[src/rtl/cmf_pkg.sv]
package cmf_pkg;

   // register word offsets on the byte-addressed local port
   localparam logic [7:0] CMF_CTL_OFS   = 8'h00; // main_control_reg
   localparam logic [7:0] CMF_IER_OFS   = 8'h04; // mailbox_interrupt_enable
   localparam logic [7:0] CMF_TQC_OFS   = 8'h08; // tx_queue_control
   localparam logic [7:0] CMF_RQC_OFS   = 8'h0C; // rx_queue_control
   localparam logic [7:0] CMF_TQP_OFS   = 8'h10; // tx_queue_pointer_ctrl
   localparam logic [7:0] CMF_RQP_OFS   = 8'h14; // rx_queue_pointer_ctrl
   localparam logic [7:0] CMF_MSKA_OFS  = 8'h18; // queue_mask_a
   localparam logic [7:0] CMF_MSKB_OFS  = 8'h1C; // queue_mask_b
   localparam logic [7:0] CMF_CMPA_OFS  = 8'h20; // queue_id_compare_a
   localparam logic [7:0] CMF_CMPB_OFS  = 8'h24; // queue_id_compare_b
   localparam logic [7:0] CMF_SMOD_OFS  = 8'h28; // search mode
   localparam logic [7:0] CMF_SSTA_OFS  = 8'h2C; // search status
   localparam logic [7:0] CMF_CSRC_OFS  = 8'h30; // channel search value
   localparam logic [7:0] CMF_WID_OFS   = 8'h40; // window identifier
   localparam logic [7:0] CMF_WLO_OFS   = 8'h44; // window data low word
   localparam logic [7:0] CMF_WHI_OFS   = 8'h48; // window data high word
   localparam int         CMF_MCTL_BIT  = 7;     // address bit that selects mailbox controls

   // main_control_reg fields
   localparam int CMF_CTL_MBM = 0;   // mailbox_mode_select, 1 = queue mode
   localparam int CMF_CTL_MLM = 1;   // lost_mode_select, 1 = overrun

   // mailbox_control_reg fields
   localparam int CMF_MC_NEWD = 0;   // rx_complete_flag
   localparam int CMF_MC_LOST = 1;   // message_lost_flag
   localparam int CMF_MC_SENT = 2;   // tx_complete_flag
   localparam int CMF_MC_TABT = 3;   // tx_abort_done_flag
   localparam int CMF_MC_ONE  = 5;   // single_try_enable
   localparam int CMF_MC_RXS  = 6;   // rx_mailbox_set
   localparam int CMF_MC_TXS  = 7;   // tx_mailbox_set

   // queue control fields
   localparam int CMF_Q_EN    = 0;   // tx_queue_enable / rx_queue_enable
   localparam int CMF_TQ_EMP  = 1;   // tx_queue_empty
   localparam int CMF_TQ_FUL  = 2;   // tx_queue_full
   localparam int CMF_RQ_LOST = 1;   // rx_queue_lost_flag
   localparam int CMF_RQ_EMP  = 2;   // rx_queue_empty
   localparam int CMF_RQ_WRN  = 3;   // rx_queue_warning
   localparam int CMF_RQ_FUL  = 4;   // rx_queue_full

   // interrupt enable fields
   localparam int CMF_IE_TXQ  = 24;
   localparam int CMF_IE_TXM  = 25;
   localparam int CMF_IE_RXQ  = 28;
   localparam int CMF_IE_RXM  = 29;

   // mailbox map and queue sizes
   localparam logic [4:0] CMF_TXQ_MBX = 5'd24;
   localparam logic [4:0] CMF_RXQ_MBX = 5'd28;
   localparam logic [2:0] CMF_Q_DEPTH = 3'd4;
   localparam logic [2:0] CMF_Q_WARN  = 3'd3;
   localparam logic [7:0] CMF_PTR_ADV = 8'hFF;
   localparam int         CMF_SS_NONE = 7;   // search status: nothing found

   // search modes
   localparam logic [1:0] CMF_SM_RX   = 2'h0;
   localparam logic [1:0] CMF_SM_TX   = 2'h1;
   localparam logic [1:0] CMF_SM_LOST = 2'h2;
   localparam logic [1:0] CMF_SM_CHAN = 2'h3;

   typedef struct packed {
      logic [28:0] id;
      logic [63:0] data;
   } cmf_msg_t;

   typedef struct packed {
      logic [1:0]            ctl;
      logic [31:0]           ier;
      logic                  txen;
      logic                  rxen;
      logic                  rxlost;
      logic [1:0]            twp;
      logic [1:0]            trp;
      logic [1:0]            rwp;
      logic [1:0]            rrp;
      logic [2:0]            tc;
      logic [2:0]            rc;
      cmf_msg_t [3:0]        txq;
      cmf_msg_t [3:0]        rxq;
      logic [31:0][7:0]      mctl;
      logic [31:0]           abort;
      logic [28:0]           mska;
      logic [28:0]           mskb;
      logic [28:0]           cmpa;
      logic [28:0]           cmpb;
      logic [1:0]            smode;
      logic [7:0]            chan;
      logic [31:0]           rdata;
      logic                  txv;
      cmf_msg_t              txo;
      logic                  tirq;
      logic                  rirq;
   } cmf_state_t;

endpackage : cmf_pkg

[src/rtl/cmf_top.sv]
// Behaviour
// - a one-shot mailbox holding a message takes nothing new until its flag clears.
// - clearing receive set, complete and lost flags in one write starts an abort.
// - a control bit picks normal mailbox mode or queue mailbox mode.
// - in queue mode 0-23 are normal, 24-27 transmit queue, 28-31 receive queue.
// - mailbox 24 is the transmit window, mailbox 28 the receive window.
// - writing FFh to a queue pointer register advances that queue's CPU pointer.
// - enable bit 24 gates transmit interrupt; bit 25 picks every or on empty.
// - bit 28 gates receive interrupt; bit 29 picks every or on reaching warning.
// - in queue mode mailbox controls 24-31 do nothing; queue controls rule.
// - the transmit queue works only while its enable bit is one.
// - disabling mid-transmission empties the queue at the next end event.
// - the transmit queue holds four; empty and full status bits report it.
// - the receive queue works only while its enable bit is one.
// - receive queue reports empty, warning at three, full at four.
// - arrival at a full receive queue sets lost; overrun drops, overwrite replaces.
// - receive queue stores only ids matching compare a/b under mask a/b.
// - transmit queue abort completes by setting the empty status bit.
// - in overrun mode the entry under the read pointer is never changed.
// - four search modes work in both mailbox modes.
// - in queue mode receive search reports 28 while the receive queue holds data and no mailbox 0-23 has new data.
`timescale 1ns/10ps
`default_nettype none
module cmf_top
   import cmf_pkg::*;
(
   // clock and reset
   input  wire logic        REF_CLK,
   input  wire logic        RST,
   // register port
   input  wire logic [7:0]  ADDR,
   input  wire logic [31:0] WDATA,
   input  wire logic        WR,
   input  wire logic        RD,
   output logic      [31:0] RDATA,
   // receive side of the protocol engine
   input  wire logic        RX_VALID,
   input  wire cmf_msg_t    RX_MSG,
   input  wire logic        RX_MBX_HIT,
   input  wire logic [4:0]  RX_MBX,
   // transmit queue side of the protocol engine
   input  wire logic        TXQ_BUSY,
   input  wire logic        TXQ_DONE,
   input  wire logic        TXQ_FAIL,
   input  wire logic        HALT_ENTRY,
   output logic             TXQ_VALID,
   output cmf_msg_t         TXQ_MSG,
   // queue event pulses
   output logic             TXQ_IRQ,
   output logic             RXQ_IRQ
);

   cmf_state_t s_r;
   cmf_state_t s_nxt;
   logic       qmode;
   logic [4:0] wj;
   logic [7:0] wv;
   logic       norm_ok;
   logic       q_match;
   logic [5:0] srch;
   logic [31:0] cand;

   // lowest set bit, msb of result means something was found
   function automatic logic [5:0] cmf_lowest(input logic [31:0] v);
      logic [5:0] r;
      r = 6'h00;
      for (int i = 31; i >= 0; i--) begin
         if (v[i]) begin
            r = {1'b1, 5'(i)};
         end
      end
      return r;
   endfunction : cmf_lowest

   // decode helpers shared by logic and checks
   assign qmode   = s_r.ctl[CMF_CTL_MBM];
   assign wj      = ADDR[6:2];
   assign wv      = WDATA[7:0];
   // a queue-mode mailbox 24..31 is never a normal target
   assign norm_ok = RX_VALID && RX_MBX_HIT && !(qmode && RX_MBX[4:3] == 2'b11)
                    && s_r.mctl[RX_MBX][CMF_MC_RXS] && !s_r.abort[RX_MBX];
   // mask bit one means the id bit is compared
   assign q_match = ((((RX_MSG.id ^ s_r.cmpa) & s_r.mska) == 29'h0) ||
                     (((RX_MSG.id ^ s_r.cmpb) & s_r.mskb) == 29'h0));

   // search candidates: in queue mode mailboxes 24-31 dropped, receive queue folded onto 28 in receive and lost search
   always_comb begin
      cand = 32'h0;
      case (s_r.smode)
         CMF_SM_RX: begin
            for (int i = 0; i < 32; i++) begin
               cand[i] = s_r.mctl[i][CMF_MC_NEWD];
            end
            if (qmode) begin
               cand[31:24] = 8'h00;
               cand[CMF_RXQ_MBX] = (s_r.rc != 3'h0);
            end
         end
         CMF_SM_TX: begin
            for (int i = 0; i < 32; i++) begin
               cand[i] = s_r.mctl[i][CMF_MC_SENT];
            end
            if (qmode) begin
               cand[31:24] = 8'h00;
            end
         end
         CMF_SM_LOST: begin
            for (int i = 0; i < 32; i++) begin
               cand[i] = s_r.mctl[i][CMF_MC_LOST];
            end
            if (qmode) begin
               cand[31:24] = 8'h00;
               cand[CMF_RXQ_MBX] = s_r.rxlost;
            end
         end
         default: begin
            cand = {24'h0, s_r.chan};
         end
      endcase
      srch = cmf_lowest(cand);
   end

   // next state: bus access first, hardware events after so sets win
   always_comb begin
      s_nxt      = s_r;
      s_nxt.tirq = 1'b0;
      s_nxt.rirq = 1'b0;

      // pending receive aborts finish one cycle after they start
      for (int j = 0; j < 32; j++) begin
         if (s_r.abort[j]) begin
            s_nxt.abort[j]               = 1'b0;
            s_nxt.mctl[j][CMF_MC_RXS]    = 1'b0;
         end
      end

      // register read, data appear in the next cycle only
      s_nxt.rdata = 32'h0;
      if (RD) begin
         case (ADDR)
            CMF_CTL_OFS:  s_nxt.rdata = {30'h0, s_r.ctl};
            CMF_IER_OFS:  s_nxt.rdata = s_r.ier;
            CMF_TQC_OFS:  s_nxt.rdata = {29'h0, s_r.tc == CMF_Q_DEPTH,
                                         s_r.tc == 3'h0, s_r.txen};
            CMF_RQC_OFS:  s_nxt.rdata = {27'h0, s_r.rc == CMF_Q_DEPTH,
                                         s_r.rc == CMF_Q_WARN, s_r.rc == 3'h0,
                                         s_r.rxlost, s_r.rxen};
            CMF_MSKA_OFS: s_nxt.rdata = {3'h0, s_r.mska};
            CMF_MSKB_OFS: s_nxt.rdata = {3'h0, s_r.mskb};
            CMF_CMPA_OFS: s_nxt.rdata = {3'h0, s_r.cmpa};
            CMF_CMPB_OFS: s_nxt.rdata = {3'h0, s_r.cmpb};
            CMF_SMOD_OFS: s_nxt.rdata = {30'h0, s_r.smode};
            CMF_SSTA_OFS: begin
               s_nxt.rdata = {24'h0, !srch[5], 2'h0, srch[4:0]};
               // channel search moves on to the next channel once read
               if (s_r.smode == CMF_SM_CHAN && srch[5]) begin
                  s_nxt.chan[srch[2:0]] = 1'b0;
               end
            end
            CMF_CSRC_OFS: s_nxt.rdata = {24'h0, s_r.chan};
            // the receive window shows the entry under the read pointer
            CMF_WID_OFS:  s_nxt.rdata = qmode ? {3'h0, s_r.rxq[s_r.rrp].id} : 32'h0;
            CMF_WLO_OFS:  s_nxt.rdata = qmode ? s_r.rxq[s_r.rrp].data[31:0] : 32'h0;
            CMF_WHI_OFS:  s_nxt.rdata = qmode ? s_r.rxq[s_r.rrp].data[63:32] : 32'h0;
            default: begin
               if (ADDR[CMF_MCTL_BIT] && !(qmode && wj[4:3] == 2'b11)) begin
                  s_nxt.rdata = {24'h0, s_r.mctl[wj]};
               end
            end
         endcase
      end

      // register write
      if (WR) begin
         case (ADDR)
            CMF_CTL_OFS:  s_nxt.ctl = WDATA[1:0];
            CMF_IER_OFS:  s_nxt.ier = WDATA;
            CMF_TQC_OFS:  s_nxt.txen = WDATA[CMF_Q_EN];
            CMF_RQC_OFS: begin
               s_nxt.rxen = WDATA[CMF_Q_EN];
               if (!WDATA[CMF_RQ_LOST]) begin
                  s_nxt.rxlost = 1'b0;
               end
            end
            CMF_TQP_OFS: begin
               if (wv == CMF_PTR_ADV && qmode && s_r.txen && s_r.tc != CMF_Q_DEPTH) begin
                  s_nxt.twp = s_r.twp + 2'h1;
                  s_nxt.tc  = s_r.tc + 3'h1;
               end
            end
            CMF_RQP_OFS: begin
               if (wv == CMF_PTR_ADV && qmode && s_r.rc != 3'h0) begin
                  s_nxt.rrp = s_r.rrp + 2'h1;
                  s_nxt.rc  = s_r.rc - 3'h1;
               end
            end
            CMF_MSKA_OFS: s_nxt.mska = WDATA[28:0];
            CMF_MSKB_OFS: s_nxt.mskb = WDATA[28:0];
            CMF_CMPA_OFS: s_nxt.cmpa = WDATA[28:0];
            CMF_CMPB_OFS: s_nxt.cmpb = WDATA[28:0];
            CMF_SMOD_OFS: s_nxt.smode = WDATA[1:0];
            CMF_CSRC_OFS: s_nxt.chan = wv;
            // the transmit window fills the entry under the write pointer
            CMF_WID_OFS: begin
               if (qmode && s_r.tc != CMF_Q_DEPTH) begin
                  s_nxt.txq[s_r.twp].id = WDATA[28:0];
               end
            end
            CMF_WLO_OFS: begin
               if (qmode && s_r.tc != CMF_Q_DEPTH) begin
                  s_nxt.txq[s_r.twp].data[31:0] = WDATA;
               end
            end
            CMF_WHI_OFS: begin
               if (qmode && s_r.tc != CMF_Q_DEPTH) begin
                  s_nxt.txq[s_r.twp].data[63:32] = WDATA;
               end
            end
            default: begin
               // queue mailboxes ignore their own control registers
               if (ADDR[CMF_MCTL_BIT] && !(qmode && wj[4:3] == 2'b11)) begin
                  // flags only clear on zero, a one leaves them alone
                  for (int b = 0; b < 4; b++) begin
                     s_nxt.mctl[wj][b] = s_r.mctl[wj][b] & wv[b];
                  end
                  s_nxt.mctl[wj][4]          = wv[4];
                  s_nxt.mctl[wj][CMF_MC_ONE] = wv[CMF_MC_ONE];
                  s_nxt.mctl[wj][CMF_MC_RXS] = wv[CMF_MC_RXS];
                  s_nxt.mctl[wj][CMF_MC_TXS] = wv[CMF_MC_TXS];
                  // set bit stays readable as one until the abort is done
                  if (s_r.mctl[wj][CMF_MC_RXS] && !wv[CMF_MC_RXS] &&
                      !wv[CMF_MC_NEWD] && !wv[CMF_MC_LOST]) begin
                     s_nxt.abort[wj]             = 1'b1;
                     s_nxt.mctl[wj][CMF_MC_RXS]  = 1'b1;
                  end
               end
            end
         endcase
      end

      // reception into a normal mailbox; lower numbers win over the queue
      if (norm_ok) begin
         if (!s_r.mctl[RX_MBX][CMF_MC_NEWD]) begin
            s_nxt.mctl[RX_MBX][CMF_MC_NEWD] = 1'b1;
         end else if (!s_r.mctl[RX_MBX][CMF_MC_ONE]) begin
            s_nxt.mctl[RX_MBX][CMF_MC_LOST] = 1'b1;
         end else begin
            // one-shot holds its message regardless of lost mode
            s_nxt.mctl[RX_MBX][CMF_MC_NEWD] = 1'b1;
         end
      end else if (RX_VALID && qmode && s_r.rxen && q_match) begin
         if (s_r.rc == CMF_Q_DEPTH) begin
            s_nxt.rxlost = 1'b1;
            if (!s_r.ctl[CMF_CTL_MLM]) begin
               // overwrite the oldest and drag the read pointer along
               s_nxt.rxq[s_r.rwp] = RX_MSG;
               s_nxt.rwp = s_r.rwp + 2'h1;
               s_nxt.rrp = s_r.rrp + 2'h1;
            end
            // overrun leaves every entry, including the one being read
         end else begin
            s_nxt.rxq[s_r.rwp] = RX_MSG;
            s_nxt.rwp = s_r.rwp + 2'h1;
            s_nxt.rc  = s_nxt.rc + 3'h1;
            // warning interrupt only on a fill from two to three; a pop in the
            // same cycle keeps the count at two, so no warning is reached then
            s_nxt.rirq = s_r.ier[CMF_IE_RXQ] &&
                         (!s_r.ier[CMF_IE_RXM] ||
                          (s_r.rc == CMF_Q_WARN - 3'h1 && s_nxt.rc == CMF_Q_WARN));
         end
      end

      // transmit queue completion pops the head
      if (TXQ_DONE && s_r.tc != 3'h0) begin
         s_nxt.trp = s_r.trp + 2'h1;
         s_nxt.tc  = s_nxt.tc - 3'h1;
         s_nxt.tirq = s_r.ier[CMF_IE_TXQ] &&
                      (!s_r.ier[CMF_IE_TXM] || s_nxt.tc == 3'h0);
      end

      // a disabled queue is flushed at the next end event or when idle
      if (!s_r.txen && (TXQ_DONE || TXQ_FAIL || HALT_ENTRY || !TXQ_BUSY)) begin
         s_nxt.tc  = 3'h0;
         s_nxt.trp = s_nxt.twp;
      end

      // head offered to the engine only while the queue is running
      s_nxt.txv = s_nxt.ctl[CMF_CTL_MBM] && s_nxt.txen && s_nxt.tc != 3'h0;
      s_nxt.txo = s_nxt.txq[s_nxt.trp];
   end

   // single state register
   always_ff @(posedge REF_CLK or posedge RST) begin
      if (RST) begin
         s_r <= '0;
      end else begin
         s_r <= s_nxt;
      end
   end

   // outputs straight from the state register
   assign RDATA     = s_r.rdata;
   assign TXQ_VALID = s_r.txv;
   assign TXQ_MSG   = s_r.txo;
   assign TXQ_IRQ   = s_r.tirq;
   assign RXQ_IRQ   = s_r.rirq;
endmodule : cmf_top
`default_nettype wire

[config.mk]
export PLATFORM = sky130hd
export DESIGN_NAME = cmf_top
export DESIGN_NICKNAME = d
export VERILOG_FILES = /design/src/rtl/cmf_pkg.sv /design/src/rtl/cmf_top.sv
export SDC_FILE = /design/constraint.sdc
export NUM_CORES = 2
export LEC_CHECK = 0
export BUFFER_PORTS_ARGS = -buffer_cell sky130_fd_sc_hd__buf_2
export CELL_PAD_IN_SITES_DETAIL_PLACEMENT = 0
export CELL_PAD_IN_SITES_GLOBAL_PLACEMENT = 1
export CORE_MARGIN = 4
export CORE_UTILIZATION = 54
export CTS_BUF_LIST = sky130_fd_sc_hd__clkbuf_8
export DETAILED_ROUTE_END_ITERATION = 8
export PLACE_DENSITY = 0.86
export RECOVER_POWER = 25
export SLEW_MARGIN = 20
export SYNTH_ARGS = -nofsm -noshare
export SYNTH_HDL_FRONTEND = slang
export SYNTH_SLANG_ARGS = --single-unit
[constraint.sdc]
create_clock -name REF_CLK -period 57.2 [get_ports REF_CLK]
set_input_delay 8.58 -clock REF_CLK [delete_from_list [all_inputs] [get_ports REF_CLK]]
set_output_delay 8.58 -clock REF_CLK [all_outputs]
set_load 0.01 [all_outputs]
# After elaboration in Yosys (flattened, before gate mapping)
# Index checks and enable logic that the tools add are counted.
# totals
in_bits	148
register_bits	1337
word_cells	386
# classes
n_lt_le_gt_ge	12
bitwise	14
n_mux	183
reduce_logical	68
eq_ne	28
add_sub_neg	8
# ops
cell	n
$bwmux W256	8
$mux W372	5
$bwmux W372	4
$pmux W372 S3	1
$mux W288	3
$mux W256	3
$or A256 B256 Y256	3
$demux W93 S2	4
$pmux W32 S14	1
$mux W414	1
$demux W8 S5	10
$mux W380	1
$bmux W93 S2	2
$mux W93	4
$mux W6	33
$mux W29	5
$mux W32	4
$pmux W32 S3	1
$bmux W8 S5	2
$mux W8	9
$mux W64	1
$and A29 B29 Y29	2
$logic_not A29 Y1	2
$xor A29 B29 Y29	2
other kinds (46)	202

# Longest topological paths before layout
# logic_depth
ltp_word	50
depth_mapped	14
depth_no_buf	10

# Least setup slack after synthesis
# OpenSTA, ideal clock, no wires.
# synth_path
kind	input port to flip-flop
from	input port RX_MBX[2]
to	register s_r[542] (netlist name)
path_stages	12
n_path_buf	4
required_ns	57.075
path_slack_ns	45.885
t_arrival_ns	11.190
setup_time_ns	0.125
cell_sequence	buf_2 clkinv_1 or3_1 clkbuf_1 o22ai_1 nor4_1 nor4_1 nor4_4 nand2_1 buf_2 buf_4 mux2_2
# synth_between
elab_chain_cells	6
elab_cells_between_ends	9
# synth_lines
item	line	source
from (decl)	cmf_top.sv:40	input wire logic [4:0] RX_MBX,
$bmux W8 S5 or $bmux W1 S5 (tied branches)	cmf_top.sv:81	&& s_r.mctl[RX_MBX][CMF_MC_RXS] && !s_r.abort[RX_MBX];
$mux W7 or $mux W1 (tied branches)	--	
$logic_and A1 B1 Y1 or $logic_not A1 Y1 (tied branches)	cmf_top.sv:81	
$logic_and A1 B1 Y1 (*)	cmf_top.sv:81	
$not A1 Y1 (no source line) (*)	--	
$reduce_and A3 Y1 (no source line) (*)	--	
to (signal assigned)	cmf_top.sv:297	s_r <= s_nxt;
to (decl)	cmf_top.sv:53	cmf_state_t s_r;
# Mark *: on every way between the ends. The rest lies on a longest branch, timed or not. The select of a mux whose other input is x is not followed.
# A chain may end at the register's enable or synchronous reset.

==> reports/qor.yml <==
sta:
  slew_headroom_pct: -505
  setup_tns_ns: 0
  grt_setup_unrepaired: "false"
  setup_viol: 0
  timing.final.crit_period_ns: 19.95
  skew_ns: 0.0736
  period_share_pct: 34.9
  max_freq_mhz: 50.1
  fin_hold_ws_ns: 0.483
  hold_viol_final: 0
  tightest_slew_ns: 9.07
  slew_viol_final: 745
critical_path:
  cp.required_ns: 55.89
  crit_buf_inv: 3
  crit_family: "buffers and inverters"
  cp_max_fo: 181
  critPathKind: "primary input to async pin"
  crit_arrival_ns: 18.64
  slowest_delay_ns: 6.56
  path_cells: "buf_2 > clkinvlp_2 > clkbuf_1"
  critPathLaunchType: "primary input"
  cp-end-kind: "async pin"
  slowest_stage: "clkbuf_1"
synth:
  synth_area_mm2: 0.0619
  synthTopCellsByArea: "dfrtp_1, mux2_2, mux4_2"
  syn_inst: 4456
  synth_edf_count: 0
  yosys.area.top_type_share_pct: 54.1
  avgSynthCellArea_um2: 13.9
  syn_nets: 4622
  synthTopCellsByCount: "dfrtp_1, mux2_2, mux2i_1, nand2_1, mux4_2"
  synth_top_area_cell: "dfrtp_1"
  ys_seq_area_share_pct: 54.1
  synth_seq_cells: 1337
  async_flop_share_pct: 100
  ys_warn_count: 0
  synth_flop_cell: "dfrtp_1"
  yosysMostFrequentCell: "dfrtp_1"
  yosys.cell_types.count: 70
global_routing:
  grt_max_degree: 191
  grt.total_usage_pct: 27.0
  grt_pass1_vias: 40300
  grt_antenna_before_repair: 20
  grt_pass1_wl_mm: 251
  gr-total-overflow: 0
placement:
  gp_congestion: 0.901
  hpwl_mm: 105
  numPortBuffers: 275
clocking:
  cts_resized: 0
  cts_sinks: 1337
  cts-buffers-inserted: 211
  cts_tree: "yes"
  clkTransAtPathRegs_ns: 0.06
  post_cts_buffers: 0
  clockBufferDepth: 3
  clk_root_buffer_cell: "clkbuf_8"
  cts-htree-levels: 4
  ctsHoldBuffers: 0
  clock_latency_ns: 0.90
final_layout:
  area_delta_synth_final_pct: 9.72
  drive_above_1_share_pct: 40.6
  fill_cells: 8821
  final_net_count: 4746
outcome:
  outcome: "finished, violations left"
  violations: "capacitance limit, slew limit"
pwr:
  powerDensity_mw_per_mm2: 28.4
  power.leakage_nw: 33.1
  peakVddDrop_uv: 20.5
  power.total_mw: 1.93
floorplanning:
  initial_core_util_pct: 54.7
  die_w_um: 347
  num_rows: 123
  fp.dieArea_mm2: 0.120
  core_area_mm2: 0.113
  die_h_um: 347
  io_pins: 276
route:
  via_per_inst: 6.18
  drt_pass1_iterations: 9
  drt_wl_total_mm: 163
  ant_nets: 0
  wl_per_cell_um: 26.1
  route.detailed.drc: 0
  vias: 38600
  drtIter0Drc: 3247
flow_run:
  cap_violations: 8
min_path:
  hold_path_class: "flip-flop to flip-flop"
-- cells by family after synthesis --
group / synth area share (%)
compound gates: 4.93
xor+xnor: 1.05
fa+ha+maj: 0.364
buf+inv: 4.06
flops: 54.1
mux: 31.3
simple gates: 4.19
-- registers in the layout, indices dropped and copies added, names as in the netlist --
register   flops
RDATA         32
RXQ_IRQ        1
TXQ_IRQ        1
TXQ_MSG       93
TXQ_VALID      1
qmode          1
s_r         1208
-- where the power goes --
part,switching (mW),internal (mW)
clock,0.384,0.419
combinational,0.0830,0.0499
sequential,0.0215,0.971
total,0.488,1.44
-- worst register-to-register path: stages (launching register included) --
cell and delay, ns:
dfrtp_2 0.43, buf_4 0.58, nand2_1 0.13, nor4_1 0.44
and4_1 0.45, mux2_2 0.23, nand2_1 0.08, o21ai_4 0.09
buf_4 0.66, buf_12 0.78, mux2i_1 0.53, mux2i_1 0.12
-- cell usage in the layout (no fill, tap or decap), drive strengths merged, types with 7 or more instances in the layout --
cell and count:
nor2 101, o21ai 102, nand3b 40, nand2 283, o22ai 7, a21oi 26, xor2 61, nand3 29
o2bb2ai 19, and3 11, a22o 16, ha 18, nor2b 10, mux2i 318, inv 120, diode 9
nand2b 16, a31oi 26, buf 349, o221ai 47, nand4 10, nor3b 11, xnor2 13, mux2 1057
a22oi 69, nor3 14, a221oi 18, mux4 191, a222oi 33, dfrtp 1337, o21a 7, nor4 11
clkinv 19, clkbuf 271
-- area by class of cell --
class | count | area (µm²) | share of cell area, %
clock inverters | 108 | 622 | 0.916
flip-flops and latches | 1337 | 33500 | 49.3
multi-input cells | 2637 | 26100 | 38.4
diodes | 9 | 22.5 | 0.0332
clock buffers | 262 | 3610 | 5.31
repair buffers | 358 | 2080 | 3.06
well taps | 1500 | 1880 | 2.76
inverters | 35 | 133 | 0.195
-- metrics by stage --
stage	worst slack, ns	util (%)	instances	area, µm²
floorplan	10.93	-	4456	61900
global placement	44.00	56.2	5863	63600
detailed placement	44.00	56.2	5863	63600
CTS	44.96	60.0	6233	67800
global route	34.68	60.0	6245	67900
finish	37.25	60.0	6246	67900
-- final timing paths --
path | start | end | slack, ns | cells after the start
max | RST | s_r[692] | 37.25 | 3
min | s_r[530] | s_r[530] | 0.48 | 2
max reg2reg | qmode | TXQ_MSG[67] | 52.55 | 11
min reg2reg | s_r[530] | s_r[530] | 0.48 | 2
max in group REF_CLK | ADDR[3] | TXQ_MSG[67] | 43.72 | 12
min in group asynchronous | RST | s_r[578] | 9.42 | 2
-- layer usage --
metal / track usage, % / vias up / share of wire, %
met3: 6.15 / 325 / 7.2
met4: 9.47 / 6 / 3.2
met1: 36.8 / 20300 / 42
met5: 0 / - / 0.023
li1: - / 16500 / -
met2: 43.0 / 1478 / 48
Power figures use the tool's default switching activity.
